===== src/ephy_pkg.sv =====
`default_nettype none
package ephy_pkg;
  // ----------------------------------------
  // Clock and reference divider
  // ----------------------------------------
  localparam int unsigned CLK_FREQ_HZ  = 125_000_000;
  localparam int unsigned MII_REF_HZ   = 25_000_000;
  localparam int unsigned REF_DIV      = CLK_FREQ_HZ / MII_REF_HZ;
  localparam logic [2:0]  REF_CNT_LAST = 3'(REF_DIV - 1);
  localparam logic [2:0]  REF_CNT_ZERO = 3'h0;
  // MII: high while count below this
  localparam logic [2:0]  REF_MII_HIGH = 3'h2;
  // RMII: second high phase of the 5-cycle pattern
  localparam logic [2:0]  REF_RMII_HI2 = 3'h2;

  // ----------------------------------------
  // Lane layout
  // ----------------------------------------
  localparam logic [1:0]  MII_UNIT_LAST  = 2'h1;
  localparam logic [1:0]  RMII_UNIT_LAST = 2'h3;
  localparam logic [1:0]  UNIT_ZERO      = 2'h0;
  localparam logic [3:0]  TXD_RESET      = 4'h0;
  localparam logic [7:0]  BYTE_RESET     = 8'h00;
  localparam int unsigned TXF_DEPTH      = 16;

  // ----------------------------------------
  // Types
  // ----------------------------------------
  typedef enum logic [1:0] {EPHY_MII, EPHY_RMII, EPHY_FMII} ephy_mode_type;
  typedef enum logic {TX_IDLE, TX_SEND} ephy_txst_type;

  typedef struct packed {
    logic       last;
    logic [7:0] data;
  } ephy_txw_type;

  typedef struct packed {
    logic [3:0] rxd;
    logic       dv;
    logic       er;
    logic       txc;
    logic       rxc;
    logic       col;
    logic       crs;
    logic       link;
    logic       mdi;
  } ephy_pins_type;

  // Link pin idles high on its pull-up; no false toggle after reset
  localparam ephy_pins_type PINS_RESET = '{link: 1'b1, default: '0};
endpackage
`default_nettype wire


===== src/ephy_top.sv =====
`timescale 1ns/100ps
`default_nettype none

// ----------------------------------------
// Transmit FIFO
// ----------------------------------------
module ephy_fifo #(
  parameter int unsigned WIDTH = 9,
  parameter int unsigned DEPTH = 16
) (
  // Clock and reset
  input  wire logic             clk_i,
  input  wire logic             rst_n_i,
  // Fill side
  input  wire logic [WIDTH-1:0] in_data_i,
  input  wire logic             in_valid_i,
  output logic                  in_ready_o,
  // Drain side
  output logic      [WIDTH-1:0] out_data_o,
  output logic                  out_valid_o,
  input  wire logic             out_ready_i
);
  localparam int unsigned AW = $clog2(DEPTH);
  localparam logic [AW:0] CNT_FULL = (AW+1)'(DEPTH);

  logic [WIDTH-1:0] mem [DEPTH];
  logic [AW-1:0]    wr_ptr_reg;
  logic [AW-1:0]    rd_ptr_reg;
  logic [AW:0]      count_reg;
  logic [AW:0]      count_next;
  logic             push;
  logic             pop;

  assign push       = in_valid_i & in_ready_o;
  assign pop        = out_valid_o & out_ready_i;
  assign out_data_o = mem[rd_ptr_reg];

  always_comb begin
    count_next = count_reg;
    if (push & ~pop) begin
      count_next = count_reg + 1'b1;
    end else if (pop & ~push) begin
      count_next = count_reg - 1'b1;
    end
  end

  always_ff @(posedge clk_i) begin
    if (push) begin
      mem[wr_ptr_reg] <= in_data_i;
    end
  end

  always_ff @(posedge clk_i or negedge rst_n_i) begin
    if (!rst_n_i) begin
      wr_ptr_reg  <= '0;
      rd_ptr_reg  <= '0;
      count_reg   <= '0;
      in_ready_o  <= 1'b0;
      out_valid_o <= 1'b0;
    end else begin
      wr_ptr_reg  <= wr_ptr_reg + AW'(push);
      rd_ptr_reg  <= rd_ptr_reg + AW'(pop);
      count_reg   <= count_next;
      in_ready_o  <= (count_next != CNT_FULL);
      out_valid_o <= (count_next != '0);
    end
  end
endmodule

// ----------------------------------------
// PHY pin attachment
// ----------------------------------------
module ephy_top
  import ephy_pkg::*;
(
  // Clock and reset
  input  wire logic          clk_i,
  input  wire logic          rstn_i,
  // Configuration
  input  wire ephy_mode_type mode_i,
  // Transmit stream
  input  wire logic [7:0]    tx_data_i,
  input  wire logic          tx_last_i,
  input  wire logic          tx_valid_i,
  output logic               tx_ready_o,
  // Receive stream
  output logic      [7:0]    rx_data_o,
  output logic               rx_valid_o,
  output logic               rx_last_o,
  output logic               rx_error_o,
  // Line status
  output logic               rmii_speed_100_o,
  output logic               rmii_link_o,
  output logic               link_level_o,
  output logic               link_activity_o,
  output logic               col_o,
  output logic               crs_o,
  // Management user side
  input  wire logic          mgmt_mdc_i,
  input  wire logic          mgmt_mdo_i,
  input  wire logic          mgmt_mdo_oe_i,
  output logic               mgmt_mdi_o,
  // PHY transmit pins
  output logic      [3:0]    txd_o,
  output logic               transmit_enable_out_o,
  input  wire logic          txc_i,
  // PHY receive pins
  input  wire logic [3:0]    rxd_i,
  input  wire logic          receive_valid_in_i,
  input  wire logic          receive_error_in_i,
  input  wire logic          rxc_i,
  input  wire logic          col_i,
  input  wire logic          crs_i,
  input  wire logic          link_i,
  // PHY management and clock pins
  output logic               mdc_o,
  output logic               mdio_o,
  output logic               mdio_oe_o,
  input  wire logic          mdio_i,
  output logic               phy_ref_clock_out_o
);
  logic          rst_meta_reg;
  logic          rst_n;
  ephy_pins_type pins_raw;
  ephy_pins_type pins_meta_reg;
  ephy_pins_type pins_sync_reg;
  ephy_pins_type pins_prev_reg;
  logic          is_rmii;
  logic [2:0]    ref_cnt_reg;
  logic          ref_high;
  logic          ref_rise;
  logic [1:0]    ref_rise_dly_reg;
  logic [1:0]    unit_last;
  ephy_txw_type  fifo_in;
  ephy_txw_type  fifo_out;
  logic          fifo_valid;
  logic          fifo_pop;
  logic          tx_tick;
  ephy_txst_type tx_state_reg;
  logic [7:0]    tx_byte_reg;
  logic [1:0]    tx_unit_reg;
  logic          tx_gap_reg;
  logic          rx_tick;
  logic [7:0]    rx_shift_reg;
  logic [7:0]    rx_byte_next;
  logic [1:0]    rx_unit_reg;
  logic [7:0]    rx_pend_reg;
  logic          rx_pend_valid_reg;
  logic          rx_err_acc_reg;

  // ----------------------------------------
  // Reset release and pin synchronisers
  // ----------------------------------------
  always_ff @(posedge clk_i or negedge rstn_i) begin
    if (!rstn_i) begin
      rst_meta_reg <= 1'b0;
      rst_n        <= 1'b0;
    end else begin
      rst_meta_reg <= 1'b1;
      rst_n        <= rst_meta_reg;
    end
  end

  assign pins_raw = '{rxd: rxd_i, dv: receive_valid_in_i, er: receive_error_in_i,
                      txc: txc_i, rxc: rxc_i, col: col_i, crs: crs_i,
                      link: link_i, mdi: mdio_i};

  always_ff @(posedge clk_i or negedge rst_n) begin
    if (!rst_n) begin
      pins_meta_reg <= PINS_RESET;
      pins_sync_reg <= PINS_RESET;
      pins_prev_reg <= PINS_RESET;
    end else begin
      pins_meta_reg <= pins_raw;
      pins_sync_reg <= pins_meta_reg;
      pins_prev_reg <= pins_sync_reg;
    end
  end

  assign is_rmii   = (mode_i == EPHY_RMII);
  assign unit_last = is_rmii ? RMII_UNIT_LAST : MII_UNIT_LAST;

  // ----------------------------------------
  // Reference clock from system clock
  // ----------------------------------------
  always_ff @(posedge clk_i or negedge rst_n) begin
    if (!rst_n) begin
      ref_cnt_reg <= REF_CNT_ZERO;
    end else if (ref_cnt_reg == REF_CNT_LAST) begin
      ref_cnt_reg <= REF_CNT_ZERO;
    end else begin
      ref_cnt_reg <= ref_cnt_reg + 1'b1;
    end
  end

  // Outside MII mode, two pulses per five cycles give a 50 MHz average; MII gets one two-cycle pulse (25 MHz)
  assign ref_high = (mode_i == EPHY_MII) ? (ref_cnt_reg < REF_MII_HIGH) :
                    (ref_cnt_reg == REF_CNT_ZERO) || (ref_cnt_reg == REF_RMII_HI2);
  assign ref_rise = ref_high & ~phy_ref_clock_out_o;

  always_ff @(posedge clk_i or negedge rst_n) begin
    if (!rst_n) begin
      phy_ref_clock_out_o <= 1'b0;
      ref_rise_dly_reg    <= 2'h0;
    end else begin
      phy_ref_clock_out_o <= ref_high;
      ref_rise_dly_reg    <= {ref_rise_dly_reg[0], ref_rise};
    end
  end

  // ----------------------------------------
  // Transmit path
  // ----------------------------------------
  assign fifo_in = '{last: tx_last_i, data: tx_data_i};

  ephy_fifo #(
    .WIDTH ($bits(ephy_txw_type)),
    .DEPTH (TXF_DEPTH)
  ) u_txf (
    .clk_i       (clk_i),
    .rst_n_i     (rst_n),
    .in_data_i   (fifo_in),
    .in_valid_i  (tx_valid_i),
    .in_ready_o  (tx_ready_o),
    .out_data_o  (fifo_out),
    .out_valid_o (fifo_valid),
    .out_ready_i (fifo_pop)
  );

  assign tx_tick  = is_rmii ? ref_rise :
                    (pins_sync_reg.txc & ~pins_prev_reg.txc);
  assign fifo_pop = tx_tick & (tx_unit_reg == UNIT_ZERO) & ~tx_gap_reg & fifo_valid;

  always_ff @(posedge clk_i or negedge rst_n) begin
    if (!rst_n) begin
      tx_state_reg          <= TX_IDLE;
      tx_byte_reg           <= BYTE_RESET;
      tx_unit_reg           <= UNIT_ZERO;
      tx_gap_reg            <= 1'b0;
      txd_o                 <= TXD_RESET;
      transmit_enable_out_o <= 1'b0;
    end else if (tx_tick) begin
      if (tx_unit_reg != UNIT_ZERO) begin
        tx_unit_reg <= tx_unit_reg - 1'b1;
        if (is_rmii) begin
          txd_o       <= {2'h0, tx_byte_reg[1:0]};
          tx_byte_reg <= {2'h0, tx_byte_reg[7:2]};
        end else begin
          txd_o       <= tx_byte_reg[3:0];
          tx_byte_reg <= {4'h0, tx_byte_reg[7:4]};
        end
      end else if (fifo_pop) begin
        tx_state_reg          <= TX_SEND;
        transmit_enable_out_o <= 1'b1;
        tx_unit_reg           <= unit_last;
        tx_gap_reg            <= fifo_out.last;
        if (is_rmii) begin
          txd_o       <= {2'h0, fifo_out.data[1:0]};
          tx_byte_reg <= {2'h0, fifo_out.data[7:2]};
        end else begin
          txd_o       <= fifo_out.data[3:0];
          tx_byte_reg <= {4'h0, fifo_out.data[7:4]};
        end
      end else begin
        tx_state_reg          <= TX_IDLE;
        transmit_enable_out_o <= 1'b0;
        txd_o                 <= TXD_RESET;
        tx_gap_reg            <= 1'b0;
      end
    end
  end

  // ----------------------------------------
  // Receive path
  // ----------------------------------------
  assign rx_tick = is_rmii ? ref_rise_dly_reg[1] :
                   (pins_sync_reg.rxc & ~pins_prev_reg.rxc);

  always_comb begin
    if (is_rmii) begin
      rx_byte_next = {pins_sync_reg.rxd[1:0], rx_shift_reg[7:2]};
    end else begin
      rx_byte_next = {pins_sync_reg.rxd, rx_shift_reg[7:4]};
    end
  end

  always_ff @(posedge clk_i or negedge rst_n) begin
    if (!rst_n) begin
      rx_shift_reg      <= BYTE_RESET;
      rx_unit_reg       <= UNIT_ZERO;
      rx_pend_reg       <= BYTE_RESET;
      rx_pend_valid_reg <= 1'b0;
      rx_err_acc_reg    <= 1'b0;
      rx_data_o         <= BYTE_RESET;
      rx_valid_o        <= 1'b0;
      rx_last_o         <= 1'b0;
      rx_error_o        <= 1'b0;
    end else begin
      rx_valid_o <= 1'b0;
      if (rx_tick && pins_sync_reg.dv) begin
        rx_shift_reg   <= rx_byte_next;
        rx_err_acc_reg <= rx_err_acc_reg | pins_sync_reg.er;
        if (rx_unit_reg == unit_last) begin
          rx_unit_reg       <= UNIT_ZERO;
          rx_pend_reg       <= rx_byte_next;
          rx_pend_valid_reg <= 1'b1;
          if (rx_pend_valid_reg) begin
            rx_data_o  <= rx_pend_reg;
            rx_valid_o <= 1'b1;
            rx_last_o  <= 1'b0;
            rx_error_o <= 1'b0;
          end
        end else begin
          rx_unit_reg <= rx_unit_reg + 1'b1;
        end
      end else if (rx_tick) begin
        rx_unit_reg       <= UNIT_ZERO;
        rx_pend_valid_reg <= 1'b0;
        rx_err_acc_reg    <= 1'b0;
        if (rx_pend_valid_reg) begin
          rx_data_o  <= rx_pend_reg;
          rx_valid_o <= 1'b1;
          rx_last_o  <= 1'b1;
          rx_error_o <= rx_err_acc_reg;
        end
      end
    end
  end

  // ----------------------------------------
  // Status and management
  // ----------------------------------------
  always_ff @(posedge clk_i or negedge rst_n) begin
    if (!rst_n) begin
      rmii_speed_100_o <= 1'b0;
      rmii_link_o      <= 1'b0;
      link_level_o     <= 1'b0;
      link_activity_o  <= 1'b0;
      col_o            <= 1'b0;
      crs_o            <= 1'b0;
      mdc_o            <= 1'b0;
      mdio_o           <= 1'b0;
      mdio_oe_o        <= 1'b0;
      mgmt_mdi_o       <= 1'b0;
    end else begin
      rmii_speed_100_o <= is_rmii & pins_sync_reg.rxd[2];
      rmii_link_o      <= is_rmii & pins_sync_reg.rxd[3];
      link_level_o     <= pins_sync_reg.link;
      link_activity_o  <= pins_sync_reg.link ^ pins_prev_reg.link;
      col_o            <= ~is_rmii & pins_sync_reg.col;
      crs_o            <= ~is_rmii & pins_sync_reg.crs;
      mdc_o            <= mgmt_mdc_i;
      mdio_o           <= mgmt_mdo_i;
      mdio_oe_o        <= mgmt_mdo_oe_i;
      mgmt_mdi_o       <= pins_sync_reg.mdi;
    end
  end
endmodule
`default_nettype wire


===== config.mk =====
export PLATFORM = sky130hd
export DESIGN_NAME = ephy_top
export DESIGN_NICKNAME = d
export VERILOG_FILES = /design/src/ephy_pkg.sv /design/src/ephy_top.sv
export SDC_FILE = /design/constraint.sdc
export NUM_CORES = 1
export LEC_CHECK = 0
export BUFFER_PORTS_ARGS = -buffer_cell sky130_fd_sc_hd__buf_2
export CORE_MARGIN = 3
export CORE_UTILIZATION = 60
export DETAILED_ROUTE_END_ITERATION = 6
export PLACE_DENSITY = 0.81
export SYNTH_ARGS = -nofsm -noshare
export SYNTH_HDL_FRONTEND = slang
export SYNTH_SLANG_ARGS = --single-unit

===== constraint.sdc =====
create_clock -name clk_i -period 5.36 [get_ports clk_i]
set_input_delay 0.804 -clock clk_i [delete_from_list [all_inputs] [get_ports clk_i]]
set_output_delay 0.804 -clock clk_i [all_outputs]
set_load 0.01 [all_outputs]

==> results.sh, run 1 <==
export IMPL_outcome="finished, final reports clean"
export IMPL_cp_start_kind="register"
export IMPL_cts_resized=0
export IMPL_dieHeight_um=132.2
export IMPL_worst_slew_pin_slew_ns=1.254
export IMPL_clk_root_buffer_cell="clkbuf_16"
export IMPL_worstSetupEndpointType="register"
export IMPL_netlist_area_um2=9554
export IMPL_ant_nets=0
export IMPL_drt_initial_drc_count=540
export IMPL_p_total_mw=5.777
export IMPL_cts_sinks=247
export IMPL_remaining_drc_errors=0
export IMPL_hp_class="primary input to async pin"
export IMPL_max_slew_margin_rel=0.1609
export IMPL_slew_violations=0
export IMPL_place_gp_congestion=0.8573
export IMPL_cts_tree="built"
export IMPL_cts_hold_buf=0
export IMPL_dp_cells=832
export IMPL_numPortBuffers=56
export IMPL_ys_seq_elements=247
export IMPL_synth_edff_count=144
export IMPL_postCtsSetupBuffers=0
export IMPL_die_area_um2=17470
export IMPL_crit_path_cell_trace="buf_4 > mux4_2 > nor2_1 > a311oi_1 > mux2_2 > nor4_1 > nor3_1"
export IMPL_hpwl_mm=11.63
export IMPL_layout_min_cycle_time_ns=2.860
export IMPL_layout_drive_gt1_share=0.2354
export IMPL_regToRegSetupSlack_ns=2.50
export IMPL_fin_setup_tns_ns=0
export IMPL_async_reset_ff_frac=0.4170
export IMPL_routed_via_density=5.972
export IMPL_row_count=45
export IMPL_rsz0062_at_grt="no"
export IMPL_vias=5243
export IMPL_first_pass_iters=6
export IMPL_slowest_delay_ns=0.95
export IMPL_wirelength_mm=19.50
export IMPL_period_share=0.5336
export IMPL_setup_viol=0
export IMPL_antenna_found_initial=0
export IMPL_syn_avg_cell_area_um2=16.42
export IMPL_grt_pass1_wl_mm=30.52
export IMPL_nets=685
export IMPL_fp_dieW_um=132.2
export IMPL_crit_type="register to register"
export IMPL_largest_register_ffs=144
export IMPL_wl_per_cell_um=22.21
export IMPL_synth_cells=582
export IMPL_crit_path_max_fanout=18
export IMPL_max_vdd_ir_drop_mv=0.3769
export IMPL_path_clk_slew_ns=0.06
export IMPL_layout_common_cells="144 x edfxtp_1, 98 x dfrtp_1, 56 x buf_2"
export IMPL_initial_utilization=0.6216
export IMPL_cap_violations=0
export IMPL_pwr_density_cell_nw_per_um2=530.4
export IMPL_final_cells=878
export IMPL_grt_max_degree=60
export IMPL_critPathSlowestCell="dfrtp_1"
export IMPL_core_area_um2=15370
export IMPL_cpLargestDelayFamily="flip-flops"
export IMPL_cp_data_arrival_time_ns=3.25
export IMPL_hold_violations=0
export IMPL_grt_pass1_vias=5524
export IMPL_synthDistinctLibCells=56
export IMPL_required_ns=5.75
export IMPL_ys_flop_type="edfxtp_1"
export IMPL_p_leak_nw=4.249
export IMPL_ys_seq_area_frac=0.7228
export IMPL_max_clock_freq_mhz=349.7
export IMPL_yosys_warnings=0
export IMPL_syn_nets=619
export IMPL_clockBufferDepth=3
export IMPL_antenna_cells=0
export IMPL_layout_commonest_cell="edfxtp_1"
export IMPL_fin_skew_ns=0.01891
export IMPL_cts_max_level=1
export IMPL_syn_to_final_growth_pct=14.00
export IMPL_gr_total_overflow=0
export IMPL_cp_buffers_inverters=1
export IMPL_io_pins=57
export IMPL_clock_latency_ns=0.53
export IMPL_numCtsBuffers=25
export IMPL_grt_usage=0.2275
==> metrics by stage <==
step	worst slack, ns	utilization	hold slack [ns]	cell area, um2
floorplan	2.284	-	0.3312	9554
global route	2.329	0.7086	0.03469	10890
finish	2.500	0.7086	0.04589	10890
detailed placement	2.374	0.6514	0.3358	10010
global placement	2.469	0.6514	0.3314	10010
CTS	2.516	0.7086	0.03473	10890
==> path summary, 6_finish.rpt <==
check,from,to,cells past startpoint
max,u_txf.rd_ptr_reg[1],tx_byte_reg[0],7
min,rstn_i,rst_meta_reg,1
max reg2reg,u_txf.rd_ptr_reg[1],tx_byte_reg[0],7
min reg2reg,pins_meta_reg[6],pins_sync_reg[6],0
max in group asynchronous,rst_n,u_txf.rd_ptr_reg[0],1
min in group clk_i,pins_meta_reg[6],pins_sync_reg[6],0
==> where the power goes <==
group / total, mW / switching [mW] / leakage, nW / internal (mW)
sequential: 2.63 / 0.305 / 2.55 / 2.33
combinational: 1.31 / 0.724 / 1.28 / 0.589
clock: 1.83 / 0.714 / 0.420 / 1.12
total: 5.78 / 1.74 / 4.25 / 4.03
==> synth_stat cells, drive strengths merged (2+ instances only) <==
master,n,area share
edfxtp,144,0.45
dfrtp,100,0.26
nand2,43,0.017
o21ai,33,0.018
nor2,32,0.013
mux2i,30,0.031
mux4,26,0.063
mux2,18,0.022
buf,17,0.013
inv,14,0.0055
a21oi,11,0.0058
a221oi,9,0.0083
a22oi,8,0.0063
ha,8,0.010
clkbuf,7,0.0028
nand3,7,0.0037
nor3,7,0.0037
xnor2,6,0.0055
and2,5,0.0033
nand2b,5,0.0033
or3,5,0.0033
nor2b,4,0.0026
xor2,4,0.0037
a31oi,3,0.0020
a32o,3,0.0031
dfstp,3,0.0083
nand4,3,0.0020
o211ai,3,0.0024
or2,3,0.0022
a211oi,2,0.0016
a221o,2,0.0021
nor4,2,0.0029
o22ai,2,0.0013
o31ai,2,0.0016
==> layout make-up <==
class | count | area [um2]
Sequential cell | 247 | 6910
Fill cell | 951 | 4479
Multi-Input combinational cell | 296 | 2449
Clock buffer | 35 | 703.2
Timing Repair Buffer | 63 | 332.8
Tap cell | 211 | 264.0
Clock inverter | 11 | 176.4
Inverter | 15 | 56.30
==> cells by family (layout without fill, tap and decap cells) <==
| logic type | after synthesis | after routing | synth area share |
|---|---|---|---|
| AND/OR/NAND/NOR | 118 | 118 | 0.05867 |
| AO/OA/AOI/OAI | 85 | 85 | 0.06050 |
| multiplexers | 74 | 74 | 0.1163 |
| flip-flops | 247 | 247 | 0.7228 |
| XOR/XNOR | 10 | 10 | 0.009167 |
| adder cells (fa/ha/maj) | 8 | 8 | 0.01048 |
| other | 1 | 1 | 0.0003925 |
| buffers and inverters | 39 | 124 | 0.02174 |
==> routing by layer <==
metal,vias up,routed length [um],GRT usage
li1,2326,-,-
met1,2651,7411,0.2889
met2,216,10240,0.3985
met3,50,1205,0.04046
met4,0,649,0.08141
met5,-,0,0
Power figures use the tool's default switching activity.
==> run 2: changes to the inputs <==
==> constraint.sdc (replaced) <==
create_clock -name clk_i -period 2.75 [get_ports clk_i]
set_input_delay 0.4125 -clock clk_i [delete_from_list [all_inputs] [get_ports clk_i]]
set_output_delay 0.4125 -clock clk_i [all_outputs]
set_load 0.01 [all_outputs]
==> run 2 against run 1 <==
Effect of this change:
- cell area up 1.6%
- critical path type unchanged
- fmax is 17% higher
- sequential power grew 90%
- critical endpoint is now tx_byte_reg[3]
- total power increased by 92%
- register-to-register slack worse by 2.2 ns
==> results.sh, run 2 (same netlist as run 1, synthesis figures left out) <==
export IMPL_p_total_mw=11.07
export IMPL_path_clk_slew_ns=0.06
export IMPL_layout_common_cells="144 x edfxtp_1, 98 x dfrtp_1, 56 x buf_2"
export IMPL_largest_register_ffs=144
export IMPL_clk_root_buffer_cell="clkbuf_16"
export IMPL_fin_ws_ns=0.3139
export IMPL_clockBufferDepth=3
export IMPL_fin_skew_ns=0.009804
export IMPL_wl_per_cell_um=21.65
export IMPL_pwr_density_cell_nw_per_um2=1001
export IMPL_worst_slew_pin_slew_ns=0.7184
export IMPL_grt_pass1_vias=5529
export IMPL_hp_class="primary input to register"
export IMPL_grt_pass1_wl_mm=30.64
export IMPL_dp_cells=854
export IMPL_cap_violations=0
export IMPL_vias=5320
export IMPL_comb_power_share=0.254
export IMPL_syn_to_final_growth_pct=15.82
export IMPL_dieHeight_um=132.2
export IMPL_required_ns=3.13
export IMPL_grt_max_degree=43
export IMPL_antenna_cells=0
export IMPL_cts_max_level=1
export IMPL_seqCellArea_um2=6910
export IMPL_cts_hold_buf=3
export IMPL_crit_type="register to register"
export IMPL_fp_dieW_um=132.2
export IMPL_fin_setup_tns_ns=0
export IMPL_antenna_found_initial=0
export IMPL_slew_violations=0
export IMPL_remaining_drc_errors=0
export IMPL_die_area_um2=17470
export IMPL_wirelength_mm=19.57
export IMPL_p_sw_mw=3.300
export IMPL_max_clock_freq_mhz=410.5
export IMPL_final_area_um2=11070
export IMPL_first_pass_iters=5
export IMPL_seqPwrFrac=0.452
export IMPL_row_count=45
export IMPL_setup_viol=0
export IMPL_numPortBuffers=56
export IMPL_power_internal_mw=7.771
export IMPL_io_pins=57
export IMPL_ant_nets=0
export IMPL_clock_power_share=0.294
export IMPL_dpl_cell_area_um2=10210
export IMPL_cts_sinks=247
export IMPL_gr_total_overflow=0
export IMPL_cp_start_kind="register"
export IMPL_worstSetupEndpointType="register"
export IMPL_p_sw_frac=0.2981
export IMPL_core_area_um2=15370
export IMPL_crit_path_max_fanout=25
export IMPL_place_gp_congestion=0.8238
export IMPL_hold_violations=0
export IMPL_drt_initial_drc_count=425
export IMPL_rsz0062_at_grt="no"
export IMPL_nets=712
export IMPL_period_share=0.8859
export IMPL_outcome="finished, final reports clean"
export IMPL_final_cells=904
export IMPL_grt_usage=0.2275
export IMPL_numCtsBuffers=24
export IMPL_layout_min_cycle_time_ns=2.436
export IMPL_p_leak_nw=4.373
export IMPL_initial_utilization=0.6216
export IMPL_clock_latency_ns=0.51
export IMPL_routed_via_density=5.885
export IMPL_cts_resized=0
export IMPL_pre_cts_ws_ns=0.3647
export IMPL_postCtsSetupBuffers=0
export IMPL_layout_drive_gt1_share=0.2525
export IMPL_multi_input_area_um2=2444
export IMPL_nFillCells=922
export IMPL_hpwl_mm=12.17
export IMPL_max_vdd_ir_drop_mv=0.5776
export IMPL_max_slew_margin_rel=0.5193
export IMPL_cp_data_arrival_time_ns=2.82
export IMPL_cts_tree="built"
export IMPL_layout_commonest_cell="edfxtp_1"
## run 2: cell types whose count changed in the layout (fill, tap and decap cells not counted), sizes merged
cell,delta
buf,+22
bufinv,-2
clkinvlp,-3
dlygate4sd3,+6
inv,-1
clkinv,+2
clkbuf,+2
## run 2: cell type report
| type | count | share of cell area |
|---|---|---|
| inverter | 15 | 0.005088 |
| clock buffer | 37 | 0.06422 |
| sequential | 247 | 0.6245 |
| multi-input combinational | 296 | 0.2208 |
| timing repair buffer | 91 | 0.05382 |
| clock inverter | 7 | 0.007689 |
| tap | 211 | 0.02386 |
## run 2: path summary, 6_finish.rpt
kind                                          start                to  slack, ns  cells after the start
worst min-delay path                          crs_i  pins_meta_reg[2]       0.02                      1
worst min register to register                rst_n             mdc_o       0.31                      0
max in group asynchronous                     rst_n         rx_last_o       1.75                      1
worst max register to register  u_txf.rd_ptr_reg[0]    tx_byte_reg[3]       0.31                      6
min in group asynchronous                    rstn_i             rst_n       0.26                      2
worst max-delay path            u_txf.rd_ptr_reg[0]    tx_byte_reg[3]       0.31                      6
## run 2: critical path: stages, from the launching register on
cell	delay, ns
dfrtp_2	0.80
buf_12	0.29
mux4_2	0.53
a22oi_1	0.22
nand2_1	0.15
a31oi_1	0.20
a21oi_1	0.09
## run 2: power groups by stage
stage               registers (mW)  clock network [mW]  logic, mW
finish                        5.01                3.25       2.81
global route                  5.09                3.47       3.05
CTS                           5.01                3.31       2.82
detailed placement            5.07                   0       2.78
global placement              5.01                   0       2.67
floorplan                     4.92                   0       2.05
## run 2: per-stage QoR
stage | hold slack, ns | utilization
2_1_floorplan | 0.1169 | -
3_3_place_gp | 0.1986 | 0.6642
3_5_place_dp | 0.1981 | 0.6642
4_1_cts | 0.002747 | 0.7179
5_1_grt | 0.004302 | 0.7199
6_report | 0.01865 | 0.7199
## run 2: layer usage
metal	wire length, um	global-route usage	vias to the layer above	share of wire
li1	-	-	2382	-
met1	7458	0.2838	2668	0.38
met2	10050	0.3965	212	0.51
met3	1238	0.04618	58	0.063
met4	817	0.08545	0	0.042
met5	0	0.008333	-	0
